[config.mk]
export PLATFORM = sky130hd
export DESIGN_NAME = sseq_status
export DESIGN_NICKNAME = d
export VERILOG_FILES = /design/src/sseq_status.v /design/src/sseq_err_queue.v
export VERILOG_INCLUDE_DIRS = /design/src
export SDC_FILE = /design/constraint.sdc
export NUM_CORES = 1
export LEC_CHECK = 0
export ABC_CLOCK_PERIOD_IN_PS = 4300
export BUFFER_PORTS_ARGS = -buffer_cell sky130_fd_sc_hd__clkbuf_2
export CORE_ASPECT_RATIO = 0.5
export CORE_MARGIN = 2
export CORE_UTILIZATION = 40
export DETAILED_ROUTE_END_ITERATION = 16
export GPL_ROUTABILITY_DRIVEN = 0
export PLACE_DENSITY = 0.61
export RECOVER_POWER = 50
export SLEW_MARGIN = 40
export SYNTH_ARGS = -nofsm -noshare
export SYNTH_HDL_FRONTEND = slang
export SYNTH_SLANG_ARGS = --single-unit
[constraint.sdc]
create_clock -name CLK_SYS -period 4.3 [get_ports CLK_SYS]
set_clock_uncertainty 0.2 [all_clocks]
set_input_delay 0.645 -clock CLK_SYS [delete_from_list [all_inputs] [get_ports CLK_SYS]]
set_output_delay 0.645 -clock CLK_SYS [all_outputs]
set_load 0.01 [all_outputs]
[src/sseq_defs.vh]
// constants for the status and error queue block
// Summary of operation
// - status byte bits: 7 operation, 6 service request, 5 std event, 4 message, 3 questionable.
// - preset clears whole questionable enable mask, and with it status byte bit 3; std event untouched.
// - preset leaves latched event bits alone.
// - condition query returns live questionable condition bits, binary weighted.
// - enabled, set event bits drive status byte bit 3 true.
// - event bits with enable zero never touch the summary flag.
// - enable query returns the current enable mask.
// - event query returns event bits, then clears all but those rising in the same cycle.
// - each detected error pushes its code and message index into the queue.
// - error query returns and removes the oldest entry, first-in first-out.
// - empty queue answers code +0, no error.
// - clear-status empties the error queue at once.
// - queue holds 20; overflow writes -350 into newest slot, drops further errors.
// - version query returns a four-digit year and a revision number.
`ifndef SSEQ_DEFS_VH
`define SSEQ_DEFS_VH
`define SSEQ_BIT_OPER 7
`define SSEQ_BIT_RQS 6
`define SSEQ_BIT_ESB 5
`define SSEQ_BIT_MAV 4
`define SSEQ_BIT_QUES 3
`define SSEQ_ERR_DEPTH 20
`define SSEQ_ERR_NONE 16'sh0000
`define SSEQ_ERR_OVERFLOW -16'sh015E
`define SSEQ_MSG_NONE 8'h00
`define SSEQ_MSG_OVERFLOW 8'hFF
`define SSEQ_QSTAT_RESET 16'h0000
`define SSEQ_VER_YEAR 16'h07CF
`define SSEQ_VER_REV 4'h0
`define SSEQ_STATUS_RESET 8'h00
`define SSEQ_VER_YEAR_RESET 16'h0000
`define SSEQ_VER_REV_RESET 4'h0
`endif

[src/sseq_status.v]
// status reporting and error queue top
`timescale 1ns/1ns
`include "sseq_defs.vh"
module sseq_status #(
    parameter QW = 16,
    parameter DEPTH = `SSEQ_ERR_DEPTH
) (
    // clock and reset
    input wire CLK_SYS,
    input wire RESET,
    // questionable condition inputs and other summary sources
    input wire [QW-1:0] QUES_COND,
    input wire OPER_SUMMARY,
    input wire SRQ_PENDING,
    input wire STD_EVENT_SUMMARY,
    input wire MSG_AVAILABLE,
    // command strobes
    input wire CMD_PRESET,
    input wire CMD_CLEAR_STATUS,
    input wire CMD_ENABLE_WRITE,
    input wire [QW-1:0] ENABLE_DATA,
    input wire QRY_CONDITION,
    input wire QRY_ENABLE,
    input wire QRY_EVENT,
    input wire QRY_STATUS_BYTE,
    input wire QRY_ERROR,
    input wire QRY_VERSION,
    // error reporting
    input wire ERR_PUSH,
    input wire [15:0] ERR_CODE,
    input wire [7:0] ERR_MSG,
    // answer
    output wire RESP_VALID,
    output wire [QW-1:0] RESP_DATA,
    output wire [15:0] RESP_ERR_CODE,
    output wire [7:0] RESP_ERR_MSG,
    output wire [15:0] RESP_VER_YEAR,
    output wire [3:0] RESP_VER_REV,
    // live summary
    output wire [7:0] STATUS_BYTE
);
    // condition history and latched questionable events
    reg [QW-1:0] cond_prev_q;
    reg [QW-1:0] event_q;
    wire [QW-1:0] event_d;
    wire [QW-1:0] rise;
    wire event_clear;
    // questionable enable mask
    reg [QW-1:0] enable_q;
    reg [QW-1:0] enable_d;
    // summary byte, built from next state so it moves with the registers
    reg [7:0] status_q;
    reg [7:0] status_d;
    wire ques_sum_d;
    // answer registers
    reg resp_valid_q;
    wire resp_valid_d;
    reg [QW-1:0] resp_data_q;
    reg [QW-1:0] resp_data_d;
    reg [15:0] err_code_q;
    reg [15:0] err_code_d;
    reg [7:0] err_msg_q;
    reg [7:0] err_msg_d;
    reg [15:0] ver_year_q;
    reg [15:0] ver_year_d;
    reg [3:0] ver_rev_q;
    reg [3:0] ver_rev_d;
    // error queue head
    wire [15:0] head_code;
    wire [7:0] head_msg;
    wire q_empty;
    genvar g;

    assign event_clear = QRY_EVENT | CMD_CLEAR_STATUS;
    assign resp_valid_d = QRY_CONDITION | QRY_ENABLE | QRY_EVENT | QRY_STATUS_BYTE | QRY_ERROR | QRY_VERSION;

    // per-bit event latch; a rise in the clearing cycle survives
    generate
        for (g = 0; g < QW; g = g + 1) begin : g_event
            assign rise[g] = QUES_COND[g] & ~cond_prev_q[g];
            assign event_d[g] = event_clear ? rise[g] : (event_q[g] | rise[g]);
        end
    endgenerate

    always @(posedge CLK_SYS) begin
        if (RESET) begin
            cond_prev_q <= {QW{1'b0}};
        end else begin
            cond_prev_q <= QUES_COND;
        end
    end

    always @(posedge CLK_SYS) begin
        if (RESET) begin
            event_q <= {QW{1'b0}};
        end else begin
            event_q <= event_d;
        end
    end

    // preset wins over a mask write in the same cycle
    always @* begin
        enable_d = enable_q;
        if (CMD_PRESET) begin
            enable_d = {QW{1'b0}};
        end else if (CMD_ENABLE_WRITE) begin
            enable_d = ENABLE_DATA;
        end
    end

    always @(posedge CLK_SYS) begin
        if (RESET) begin
            enable_q <= {QW{1'b0}};
        end else begin
            enable_q <= enable_d;
        end
    end

    assign ques_sum_d = |(event_d & enable_d);

    always @* begin
        status_d = 8'h00;
        status_d[`SSEQ_BIT_OPER] = OPER_SUMMARY;
        status_d[`SSEQ_BIT_RQS] = SRQ_PENDING;
        status_d[`SSEQ_BIT_ESB] = STD_EVENT_SUMMARY;
        status_d[`SSEQ_BIT_MAV] = MSG_AVAILABLE;
        status_d[`SSEQ_BIT_QUES] = ques_sum_d;
    end

    always @(posedge CLK_SYS) begin
        if (RESET) begin
            status_q <= `SSEQ_STATUS_RESET;
        end else begin
            status_q <= status_d;
        end
    end

    sseq_err_queue #(
        .DEPTH(DEPTH),
        .AW(5)
    ) u_queue (
        .clk(CLK_SYS),
        .rst(RESET),
        .clear(CMD_CLEAR_STATUS),
        .push(ERR_PUSH),
        .push_code(ERR_CODE),
        .push_msg(ERR_MSG),
        .pop(QRY_ERROR),
        .head_code(head_code),
        .head_msg(head_msg),
        .empty(q_empty)
    );

    // query answers; condition beats enable beats event beats status byte
    always @* begin
        resp_data_d = resp_data_q;
        if (QRY_CONDITION) begin
            resp_data_d = QUES_COND;
        end else if (QRY_ENABLE) begin
            resp_data_d = enable_q;
        end else if (QRY_EVENT) begin
            resp_data_d = event_q;
        end else if (QRY_STATUS_BYTE) begin
            resp_data_d = {{(QW-8){1'b0}}, status_q};
        end
    end

    always @* begin
        err_code_d = err_code_q;
        err_msg_d = err_msg_q;
        if (QRY_ERROR && q_empty) begin
            err_code_d = `SSEQ_ERR_NONE;
            err_msg_d = `SSEQ_MSG_NONE;
        end else if (QRY_ERROR) begin
            err_code_d = head_code;
            err_msg_d = head_msg;
        end
    end

    always @* begin
        ver_year_d = ver_year_q;
        ver_rev_d = ver_rev_q;
        if (QRY_VERSION) begin
            ver_year_d = `SSEQ_VER_YEAR;
            ver_rev_d = `SSEQ_VER_REV;
        end
    end

    always @(posedge CLK_SYS) begin
        if (RESET) begin
            resp_valid_q <= 1'b0;
            resp_data_q <= {QW{1'b0}};
        end else begin
            resp_valid_q <= resp_valid_d;
            resp_data_q <= resp_data_d;
        end
    end

    always @(posedge CLK_SYS) begin
        if (RESET) begin
            err_code_q <= `SSEQ_ERR_NONE;
            err_msg_q <= `SSEQ_MSG_NONE;
        end else begin
            err_code_q <= err_code_d;
            err_msg_q <= err_msg_d;
        end
    end

    always @(posedge CLK_SYS) begin
        if (RESET) begin
            ver_year_q <= `SSEQ_VER_YEAR_RESET;
            ver_rev_q <= `SSEQ_VER_REV_RESET;
        end else begin
            ver_year_q <= ver_year_d;
            ver_rev_q <= ver_rev_d;
        end
    end

    assign RESP_VALID = resp_valid_q;
    assign RESP_DATA = resp_data_q;
    assign RESP_ERR_CODE = err_code_q;
    assign RESP_ERR_MSG = err_msg_q;
    assign RESP_VER_YEAR = ver_year_q;
    assign RESP_VER_REV = ver_rev_q;
    assign STATUS_BYTE = status_q;
endmodule

[src/sseq_err_queue.v]
// error queue: fifo of code and message index with overflow marker
`timescale 1ns/1ns
`include "sseq_defs.vh"
module sseq_err_queue #(
    parameter DEPTH = `SSEQ_ERR_DEPTH,
    parameter AW = 5
) (
    input wire clk,
    input wire rst,
    input wire clear,
    input wire push,
    input wire [15:0] push_code,
    input wire [7:0] push_msg,
    input wire pop,
    output reg [15:0] head_code,
    output reg [7:0] head_msg,
    output wire empty
);
    reg [15:0] code_mem [0:DEPTH-1];
    reg [7:0] msg_mem [0:DEPTH-1];
    reg [AW-1:0] rd_q;
    reg [AW-1:0] wr_q;
    reg [AW:0] cnt_q;
    wire full = (cnt_q == DEPTH[AW:0]);
    wire do_pop = pop && !empty;
    wire do_push = push && !full;
    wire [AW-1:0] last_slot = (wr_q == {AW{1'b0}}) ? DEPTH[AW-1:0] - 1'b1 : wr_q - 1'b1;
    assign empty = (cnt_q == {(AW+1){1'b0}});

    always @* begin
        if (empty) begin
            head_code = `SSEQ_ERR_NONE;
            head_msg = `SSEQ_MSG_NONE;
        end else begin
            head_code = code_mem[rd_q];
            head_msg = msg_mem[rd_q];
        end
    end

    always @(posedge clk) begin
        if (rst || clear) begin
            rd_q <= {AW{1'b0}};
            wr_q <= {AW{1'b0}};
            cnt_q <= {(AW+1){1'b0}};
        end else begin
            if (do_push) begin
                code_mem[wr_q] <= push_code;
                msg_mem[wr_q] <= push_msg;
                wr_q <= (wr_q == DEPTH[AW-1:0] - 1'b1) ? {AW{1'b0}} : wr_q + 1'b1;
            end else if (push && full) begin
                // overflow: newest entry becomes the marker, the new error is lost
                code_mem[last_slot] <= `SSEQ_ERR_OVERFLOW;
                msg_mem[last_slot] <= `SSEQ_MSG_OVERFLOW;
            end
            if (do_pop) begin
                rd_q <= (rd_q == DEPTH[AW-1:0] - 1'b1) ? {AW{1'b0}} : rd_q + 1'b1;
            end
            if (do_push && !do_pop) begin
                cnt_q <= cnt_q + 1'b1;
            end else if (do_pop && !do_push) begin
                cnt_q <= cnt_q - 1'b1;
            end
        end
    end
endmodule

==> impl_metrics.env, run 1 <==
export IMPL_run_status="finished with violations"
export IMPL_failed_checks="max-capacitance violations, max-slew violations"
export IMPL_period_share_pct=91.6
export IMPL_clock_path_buffers=3
export IMPL_hold_violations=0
export IMPL_yosys_area_top_type_share_pct=62.3
export IMPL_powerDensity_mw_per_mm2=452
export IMPL_worstPathMaxFanout=25
export IMPL_fin_nets=1595
export IMPL_cts_root_buf="clkbuf_16"
export IMPL_yosysWarningCount=0
export IMPL_ys_seq_area_share_pct=71.9
export IMPL_cp_num_buf_inv=1
export IMPL_end_kind="flop"
export IMPL_startpoint_type="flop"
export IMPL_drt_wirelength_per_cell_um=24.6
export IMPL_drive_gt1_share_pct=21.3
export IMPL_cts_sinks=591
export IMPL_netlist_instances=1361
export IMPL_clk_latency_ns=0.61
export IMPL_routed_wl_mm=57.1
export IMPL_synth_edf_count=480
export IMPL_synth_area_mm2=0.0231
export IMPL_path_cells="or4_4 -> nor3_4 -> clkbuf_1 -> or2_0"
export IMPL_synth_most_common_cell="edfxtp_1"
export IMPL_drt_pass1_iter_count=5
export IMPL_grt_start_max_net_pins=60
export IMPL_route_detailed_drc=0
export IMPL_area_growth_pct=14.5
export IMPL_fmax_mhz=254
export IMPL_synth_top_area_cell="edfxtp_1"
export IMPL_htree_levels=2
export IMPL_leakage_uw=0.00848
export IMPL_synth_top_family_by_area="multiplexers"
export IMPL_grt_antenna_before_repair=0
export IMPL_antenna_left=0
export IMPL_die_h_um=174
export IMPL_grt_pass1_wl_mm=85.2
export IMPL_async_flop_share_pct=0
export IMPL_fillCellCount=4901
export IMPL_hpwlAfterDp_mm=37.7
export IMPL_synthTopCellsByArea="edfxtp_1, dfxtp_1, mux4_2"
export IMPL_final_cells=2325
export IMPL_numPortBuffers=126
export IMPL_cts_tree="built"
export IMPL_synth_main_ff_cell="edfxtp_1"
export IMPL_std_cell_rows=62
export IMPL_place_inst=2227
export IMPL_path_delay_family="simple AND/OR/NAND/NOR gates"
export IMPL_ir_drop_mv=0.370
export IMPL_drt_initial_drc_count=1410
export IMPL_cpPeakStageDelay_ns=1.06
export IMPL_cts_hold_buf=0
export IMPL_power_uw=12000
export IMPL_die_area_mm2=0.0599
export IMPL_routed_via_density=5.58
export IMPL_synth_compound_area_share_pct=5.65
export IMPL_grt_ovfl_total=0
export IMPL_initial_utilization_pct=40.4
export IMPL_max_cap_violations=2
export IMPL_slew_headroom_pct=-16.5
export IMPL_finalSetupViolations=0
export IMPL_critPathArrivalTime_ns=3.94
export IMPL_tightest_slew_ns=1.75
export IMPL_cpMaxStageDelayCell="or2_0"
export IMPL_timing_final_crit_period_ns=3.94
export IMPL_yosys_top_cells_count="edfxtp_1, dfxtp_1, nor2_1"
export IMPL_num_vias=13000
export IMPL_synth_fa_ha_area_share_pct=0.519
export IMPL_synth_seq_cells=591
export IMPL_core_region_area_mm2=0.0572
export IMPL_postCtsResizedCells=0
export IMPL_cts_made_buffers=53
export IMPL_rsz0062_at_grt="false"
export IMPL_cts_setup_buffers=0
export IMPL_synth_avg_cell_area_um2=17.0
export IMPL_synthMuxAreaShare_pct=12.8
export IMPL_critPathKind="reg -> reg"
export IMPL_track_usage_pct=19.1
export IMPL_ioPinCount=141
export IMPL_setup_tns_ns=0
export IMPL_slew_violations=54
export IMPL_crit_required_ns=4.30
export IMPL_clk_pin_slew_ns=0.07
export IMPL_die_w_um=344
export IMPL_synth_cell_types=59
export IMPL_hold_class="in -> reg"
export IMPL_yosys_area_share_xor_xnor_pct=0.379
export IMPL_first_global_vias=13000
export IMPL_synthSimpleGateAreaFrac_pct=6.47
[per-layer routing]
metal / vias up / routed length [um] / GRT usage (%)
met1: 6711 / 25400 / 28.4
met2: 552 / 26300 / 29.6
met5: - / 0 / 0
met3: 71 / 4320 / 2.89
met4: 0 / 1120 / 4.44
li1: 5640 / - / -
[power by group]
group / total (uW) / switching, uW / leakage, uW / internal [uW]
Combinational: 976 / 570 / 0.00243 / 406
Clock: 4660 / 2080 / 0.000819 / 2580
Sequential: 6350 / 78.7 / 0.00523 / 6270
[state kept, by name, indices dropped and copies added, names as in the netlist, 6 cells and up]
register,flops
RESP_ERR_CODE,16
u_queue.cnt_q,6
u_queue.code_mem,320
RESP_DATA,16
enable_q,16
cond_prev_q,16
RESP_ERR_MSG,8
u_queue.msg_mem,160
event_q,16
[cell usage in the layout, fill, tap and decap left out, types with 6 or more instances in the layout]
cell type    n
a32o_1      21
a221oi_1    11
dfxtp_1    109
ha_1         8
nor2_2      20
nand2b_1    24
clkbuf_16   54
or2_0        8
conb_1      14
clkbuf_2    68
o21ai_0     13
a22oi_1     35
buf_4       45
a21oi_1     28
a211oi_1    26
buf_12       6
clkbuf_1    81
nor2_1      78
inv_1        9
clkbuf_8     8
or2_1        8
xnor2_1      6
edfxtp_1   480
mux2i_1     79
clkinv_1     7
nand2_1     42
nor2b_1     46
mux4_2      96
nand3_1      8
o22ai_1     30
[area by class of cell]
type / count / area, um2 / share of cell area, %
inverter: 8 / 30.0 / 0.113
antenna: 1 / 2.50 / 0.00945
clock inverter: 18 / 168 / 0.633
sequential: 591 / 16600 / 62.9
clock buffer: 79 / 1530 / 5.76
multi-input combinational: 677 / 6110 / 23.1
timing repair buffer: 183 / 1040 / 3.92
tap: 768 / 961 / 3.63
[metrics by stage]
step           hold slack [ns]  instance area (um2)  worst slack (ns)  util (%)
3_5_place_dp             0.264                24900             0.567      43.5
6_report                0.0654                26500             0.360      46.2
5_1_grt                 0.0489                26500             0.142      46.2
3_3_place_gp             0.251                24900             0.738      43.4
4_1_cts                 0.0411                26600             0.552      46.4
2_1_floorplan            0.270                23200             0.673         -
[logic make-up (layout without fill, tap and decap cells)]
family,after synthesis,in the layout
fa+ha+maj,9,9
flops,591,591
other cells,1,15
compound gates,182,182
mux,176,176
buf+inv,106,288
simple gates,286,286
xor+xnor,10,10
[path summary, 6_finish.rpt]
| path | cells past startpoint | end | slack (ns) | start |
|---|---|---|---|---|
| setup reg to reg | 4 | u_queue.msg_mem[3][0] | 0.36 | u_queue.cnt_q[0] |
| hold reg to reg | 1 | RESP_ERR_MSG[6] | 0.27 | RESP_ERR_MSG[6] |
| setup / recovery | 4 | u_queue.msg_mem[3][0] | 0.36 | u_queue.cnt_q[0] |
| hold / removal | 2 | STATUS_BYTE[7] | 0.07 | OPER_SUMMARY |
Note: power is estimated with default switching activity, not from simulation.
==> run 2: changes to the inputs <==
--- a/config.mk
+++ b/config.mk
@@ -13,6 +13,7 @@
 export CORE_UTILIZATION = 40
 export DETAILED_ROUTE_END_ITERATION = 16
 export GPL_ROUTABILITY_DRIVEN = 0
+export MAX_ROUTING_LAYER = met4
 export PLACE_DENSITY = 0.61
 export RECOVER_POWER = 50
 export SLEW_MARGIN = 40
==> run 2 against run 1 <==
The run still ends with max-capacitance violations, max-slew violations left; register-to-register slack got worse by 0.03 ns; design area about the same; wire length increased by 0.21%; clock power about the same; count of clock-buffer cells in the layout unchanged; critical path depth increased by 3; global-route usage increased by 0.64 points; sequential share of layout area about the same.
==> impl_metrics.env, run 2 (same netlist as run 1, synthesis figures left out) <==
export IMPL_core_region_area_mm2=0.0572
export IMPL_hold_class="in -> reg"
export IMPL_die_area_mm2=0.0599
export IMPL_clk_latency_ns=0.62
export IMPL_worstPathMaxFanout=25
export IMPL_std_cell_rows=62
export IMPL_cts_hold_buf=0
export IMPL_largestRegisters="u_queue.code_mem: 320 flops, u_queue.msg_mem: 160 flops"
export IMPL_rsz0062_at_grt="false"
export IMPL_critPathKind="reg -> reg"
export IMPL_combinationalPowerShare_pct=8.1
export IMPL_sw_frac_of_total_pct=22.8
export IMPL_grt_start_max_net_pins=60
export IMPL_ioPinCount=141
export IMPL_postCtsResizedCells=0
export IMPL_grt_antenna_before_repair=0
export IMPL_cts_sinks=591
export IMPL_first_global_vias=13000
export IMPL_run_status="finished with violations"
export IMPL_drt_pass1_iter_count=5
export IMPL_largest_register_ffs=320
export IMPL_powerDensity_mw_per_mm2=453
export IMPL_cts_made_buffers=53
export IMPL_htree_levels=2
export IMPL_p_seq_share_pct=52.9
export IMPL_ir_drop_mv=0.374
export IMPL_grt_ovfl_total=0
export IMPL_fin_nets=1595
export IMPL_routed_via_density=5.61
export IMPL_die_h_um=174
export IMPL_max_cap_violations=2
export IMPL_failed_checks="max-capacitance violations, max-slew violations"
export IMPL_slew_violations=54
export IMPL_startpoint_type="flop"
export IMPL_clk_pin_slew_ns=0.07
export IMPL_cts_tree="built"
export IMPL_track_usage_pct=19.7
export IMPL_largest_register="u_queue.code_mem"
export IMPL_setup_tns_ns=0
export IMPL_drt_wirelength_per_cell_um=24.6
export IMPL_power_uw=12000
export IMPL_tightest_slew_ns=1.69
export IMPL_cts_setup_buffers=0
export IMPL_clock_path_buffers=3
export IMPL_layout_cells_most_common="edfxtp_1"
export IMPL_insertedDiodeCount=0
export IMPL_drive_gt1_share_pct=21.3
export IMPL_antenna_left=0
export IMPL_final_core_util_pct=46.2
export IMPL_most_common_layout_cells="edfxtp_1, dfxtp_1, mux4_2, clkbuf_1, mux2i_1"
export IMPL_route_detailed_drc=0
export IMPL_timing_final_crit_period_ns=3.97
export IMPL_die_w_um=344
export IMPL_slew_headroom_pct=-13.0
export IMPL_end_kind="flop"
export IMPL_drt_initial_drc_count=1351
export IMPL_period_share_pct=92.4
export IMPL_clkPwrFrac_pct=38.9
export IMPL_p_sw_uw=2730
export IMPL_hpwlAfterDp_mm=37.7
export IMPL_numPortBuffers=126
export IMPL_fmax_mhz=252
export IMPL_critPathArrivalTime_ns=4.03
export IMPL_initial_utilization_pct=40.4
export IMPL_num_vias=13000
export IMPL_finalSetupViolations=0
export IMPL_crit_required_ns=4.35
export IMPL_leakage_uw=0.00848
export IMPL_cts_root_buf="clkbuf_16"
export IMPL_hold_violations=0
export IMPL_grt_pass1_wl_mm=85.3
export IMPL_routed_wl_mm=57.2
export IMPL_p_int_uw=9250
export IMPL_area_growth_pct=14.5
-- run 2: cell types whose count changed in the layout (fill, tap and decap cells not counted) --
cell	before	now
diode_2	1	0
or2_1	8	9
or2_2	4	3
-- run 2: stage by stage --
step / hold slack, ns / cells / instance area (um2) / setup WS [ns]
after floorplan: 0.270 / 1374 / 23200 / 0.673
after global placement: 0.251 / 2227 / 24900 / 0.738
after detailed placement: 0.264 / 2227 / 24900 / 0.567
after CTS: 0.0411 / 2324 / 26600 / 0.552
after global routing: 0.0489 / 2324 / 26500 / 0.141
final: 0.0649 / 2324 / 26500 / 0.327
-- run 2: area by class of cell --
class,instances,area [um2]
well taps,768,961
multi-input cells,677,6110
clock buffers,79,1530
inverters,8,30.0
clock inverters,18,168
repair buffers,183,1040
flip-flops and latches,591,16600
fillers,4902,30800
-- run 2: layer usage --
| metal | part of all wire, % | wire (um) | vias up | global-route usage (%) |
|---|---|---|---|---|
| met3 | 7.9 | 4540 | 79 | 2.85 |
| met1 | 44 | 25200 | 6740 | 28.6 |
| met2 | 46 | 26300 | 578 | 29.6 |
| met5 | 0 | 0 | - | - |
| met4 | 2.0 | 1150 | 0 | 4.29 |
| li1 | - | - | 5634 | - |
-- run 2: critical path: stages (launching register included) --
cell,delay [ns]
dfxtp_1,0.37
or4_4,0.61
nor3_4,0.25
clkbuf_1,1.07
and3_2,0.38
a31oi_1,0.13
nor2_2,0.22
buf_4,0.38
-- run 2: worst paths after layout --
check                           slack (ns)                       to              from  depth (start not counted)
worst max-delay path                  0.33  u_queue.code_mem[17][5]  u_queue.cnt_q[0]                          7
worst min-delay path                  0.06           STATUS_BYTE[7]      OPER_SUMMARY                          2
worst max register to register        0.33  u_queue.code_mem[17][5]  u_queue.cnt_q[0]                          7
worst min register to register        0.27          RESP_ERR_MSG[6]   RESP_ERR_MSG[6]                          1
-- run 2: power by group through the flow --
stage | Sequential, uW | Combinational (uW) | Clock [uW]
5_1_grt | 6350 | 1060 | 4990
4_1_cts | 6340 | 994 | 4740
3_3_place_gp | 6460 | 968 | 0
3_5_place_dp | 6470 | 991 | 0
2_1_floorplan | 6450 | 661 | 0
6_report | 6350 | 973 | 4670
==> run 3: changes to the inputs <==
--- a/config.mk
+++ b/config.mk
@@ -8,13 +8,15 @@
 export LEC_CHECK = 0
 export ABC_CLOCK_PERIOD_IN_PS = 4300
 export BUFFER_PORTS_ARGS = -buffer_cell sky130_fd_sc_hd__clkbuf_2
+export CELL_PAD_IN_SITES_DETAIL_PLACEMENT = 2
+export CELL_PAD_IN_SITES_GLOBAL_PLACEMENT = 2
 export CORE_ASPECT_RATIO = 0.5
 export CORE_MARGIN = 2
 export CORE_UTILIZATION = 40
 export DETAILED_ROUTE_END_ITERATION = 16
 export GPL_ROUTABILITY_DRIVEN = 0
 export MAX_ROUTING_LAYER = met4
-export PLACE_DENSITY = 0.61
+export PLACE_DENSITY = 0.76
 export RECOVER_POWER = 50
 export SLEW_MARGIN = 40
 export SYNTH_ARGS = -nofsm -noshare
==> run 3 against run 2 <==
The run still ends with max-capacitance violations, max-slew violations left; global-route usage is 5.7 points higher; setup slack worse by 0.017 ns; register-to-register slack worse by 0.02 ns; final cell count is 0.52% lower; sequential share of layout area hardly changed; clock power is 6.0% higher; via count is 3.3% higher; largest cell class unchanged.
==> impl_metrics.env, run 3 (same netlist as run 1, synthesis figures left out) <==
export IMPL_run_status="finished with violations"
export IMPL_cpMaxStageDelayCell="or2_0"
export IMPL_end_kind="flop"
export IMPL_num_vias=13500
export IMPL_leakage_uw=0.00845
export IMPL_postCtsResizedCells=0
export IMPL_drt_wirelength_per_cell_um=31.6
export IMPL_largestRegisters="u_queue.code_mem: 320 flops, u_queue.msg_mem: 160 flops"
export IMPL_max_cap_violations=1
export IMPL_cts_sinks=591
export IMPL_htree_levels=2
export IMPL_route_detailed_drc=0
export IMPL_clk_latency_ns=0.62
export IMPL_slew_violations=30
export IMPL_largest_register="u_queue.code_mem"
export IMPL_critPathKind="reg -> reg"
export IMPL_dpl_instance_area_mm2=0.0248
export IMPL_most_common_layout_cells="edfxtp_1, dfxtp_1, mux4_2, mux2i_1, nor2_1"
export IMPL_timing_final_crit_period_ns=3.99
export IMPL_grt_pass1_wl_mm=107
export IMPL_fin_area_mm2=0.0265
export IMPL_grt_ovfl_total=0
export IMPL_crit_required_ns=4.28
export IMPL_antenna_left=0
export IMPL_failed_checks="max-capacitance violations, max-slew violations"
export IMPL_std_cell_rows=62
export IMPL_final_cells=2312
export IMPL_slew_headroom_pct=-6.35
export IMPL_core_region_area_mm2=0.0572
export IMPL_routed_wl_mm=73.0
export IMPL_grt_antenna_before_repair=1
export IMPL_cts_setup_buffers=0
export IMPL_rrSetupSlack_ns=0.31
export IMPL_critPathArrivalTime_ns=3.97
export IMPL_r2r_start="u_queue.cnt_q[0]"
export IMPL_ff2ff_path_depth=4
export IMPL_clk_pin_slew_ns=0.07
export IMPL_area_growth_pct=14.5
export IMPL_routed_via_density=5.82
export IMPL_drt_pass1_iter_count=5
export IMPL_critPathCapture="u_queue.code_mem[8][10]"
export IMPL_grt_start_max_net_pins=60
export IMPL_cts_made_buffers=53
export IMPL_period_share_pct=92.8
export IMPL_fmax_mhz=251
export IMPL_setup_tns_ns=0
export IMPL_fin_nets=1580
export IMPL_tightest_slew_ns=1.60
export IMPL_initial_utilization_pct=40.4
export IMPL_place_inst=2212
export IMPL_regToRegEndpoint="u_queue.code_mem[8][10]"
export IMPL_die_h_um=174
export IMPL_cpPeakStageDelay_ns=1.12
export IMPL_track_usage_pct=25.4
export IMPL_largest_register_ffs=320
export IMPL_worstSetupStartpoint="u_queue.cnt_q[0]"
export IMPL_finalSetupViolations=0
export IMPL_cts_hold_buf=0
export IMPL_drive_gt1_share_pct=21.6
export IMPL_startpoint_type="flop"
export IMPL_hold_class="in -> reg"
export IMPL_hpwlAfterDp_mm=44.8
export IMPL_path_cells="or4_1 -> nor3_1 -> clkbuf_1 -> or2_0"
export IMPL_cts_root_buf="clkbuf_16"
export IMPL_die_w_um=344
export IMPL_cts_tree="built"
export IMPL_worstPathMaxFanout=20
export IMPL_fillCellCount=5328
export IMPL_insertedDiodeCount=0
export IMPL_ir_drop_mv=0.322
export IMPL_powerDensity_mw_per_mm2=464
export IMPL_ioPinCount=141
export IMPL_die_area_mm2=0.0599
export IMPL_rsz0062_at_grt="false"
export IMPL_clock_path_buffers=3
export IMPL_drt_initial_drc_count=1247
export IMPL_hold_violations=0
export IMPL_numPortBuffers=126
export IMPL_layout_cells_most_common="edfxtp_1"
export IMPL_first_global_vias=14700
run 3: cell count changes in the layout (fill, tap and decap cells not counted), moves of 4 or more:
cell | previous run | this run
buf_4 | 45 | 28
buf_8 | 0 | 4
clkbuf_1 | 81 | 75
clkinv_1 | 7 | 1
clkinv_2 | 3 | 15
or2_0 | 8 | 15
or2_1 | 9 | 3
run 3: through the flow:
stage	total power (uW)	utilization [%]	hold slack, ns	setup WS (ns)
finish	12300	46.2	0.0612	0.311
global route	12600	46.2	0.0594	0.170
CTS	12400	46.4	0.0475	0.511
detailed placement	7480	43.3	0.257	0.400
global placement	7390	43.2	0.250	0.614
floorplan	7110	-	0.270	0.673
run 3: report_power, final:
group | leakage [uW] | internal (uW) | switching, uW | total, uW
registers | 0.00523 | 6270 | 89.8 | 6360
clock network | 0.000872 | 2690 | 2260 | 4950
logic | 0.00234 | 397 | 584 | 980
run 3: layer usage:
| layer | vias up | track usage [%] | wire (um) |
|---|---|---|---|
| li1 | 5593 | - | - |
| met1 | 7220 | 33.0 | 30500 |
| met2 | 533 | 42.2 | 36700 |
| met3 | 111 | 3.29 | 3920 |
| met4 | 0 | 6.83 | 1920 |
| met5 | - | - | 0 |
run 3: worst max-delay path: cells and delay by family, from the launching register on:
kind / cells / cell delay, ns
and+or+nand+nor: 3 / 2.37
buffers and inverters: 1 / 0.64
DFF: 1 / 0.36
run 3: area by class of cell:
cell class	instances	area (um2)	share of cell area [%]
Clock inverter	26	277	1.04
Clock buffer	74	1500	5.65
Multi-Input combinational cell	677	6110	23.1
Timing Repair Buffer	168	947	3.58
Tap cell	768	961	3.63
Sequential cell	591	16600	62.9
Inverter	8	30.0	0.113
run 3: worst min path at each step:
stage | startpoint | end | slack (ns) | cells after the start
6_report | OPER_SUMMARY | STATUS_BYTE[7] | 0.06 | 2
5_1_grt | OPER_SUMMARY | STATUS_BYTE[7] | 0.06 | 2
4_1_cts | OPER_SUMMARY | STATUS_BYTE[7] | 0.05 | 2
3_5_place_dp | RESP_ERR_CODE[5] | RESP_ERR_CODE[5] | 0.26 | 1
3_3_place_gp | RESP_ERR_CODE[4] | RESP_ERR_CODE[4] | 0.25 | 1
2_1_floorplan | event_q[3] | event_q[3] | 0.27 | 2
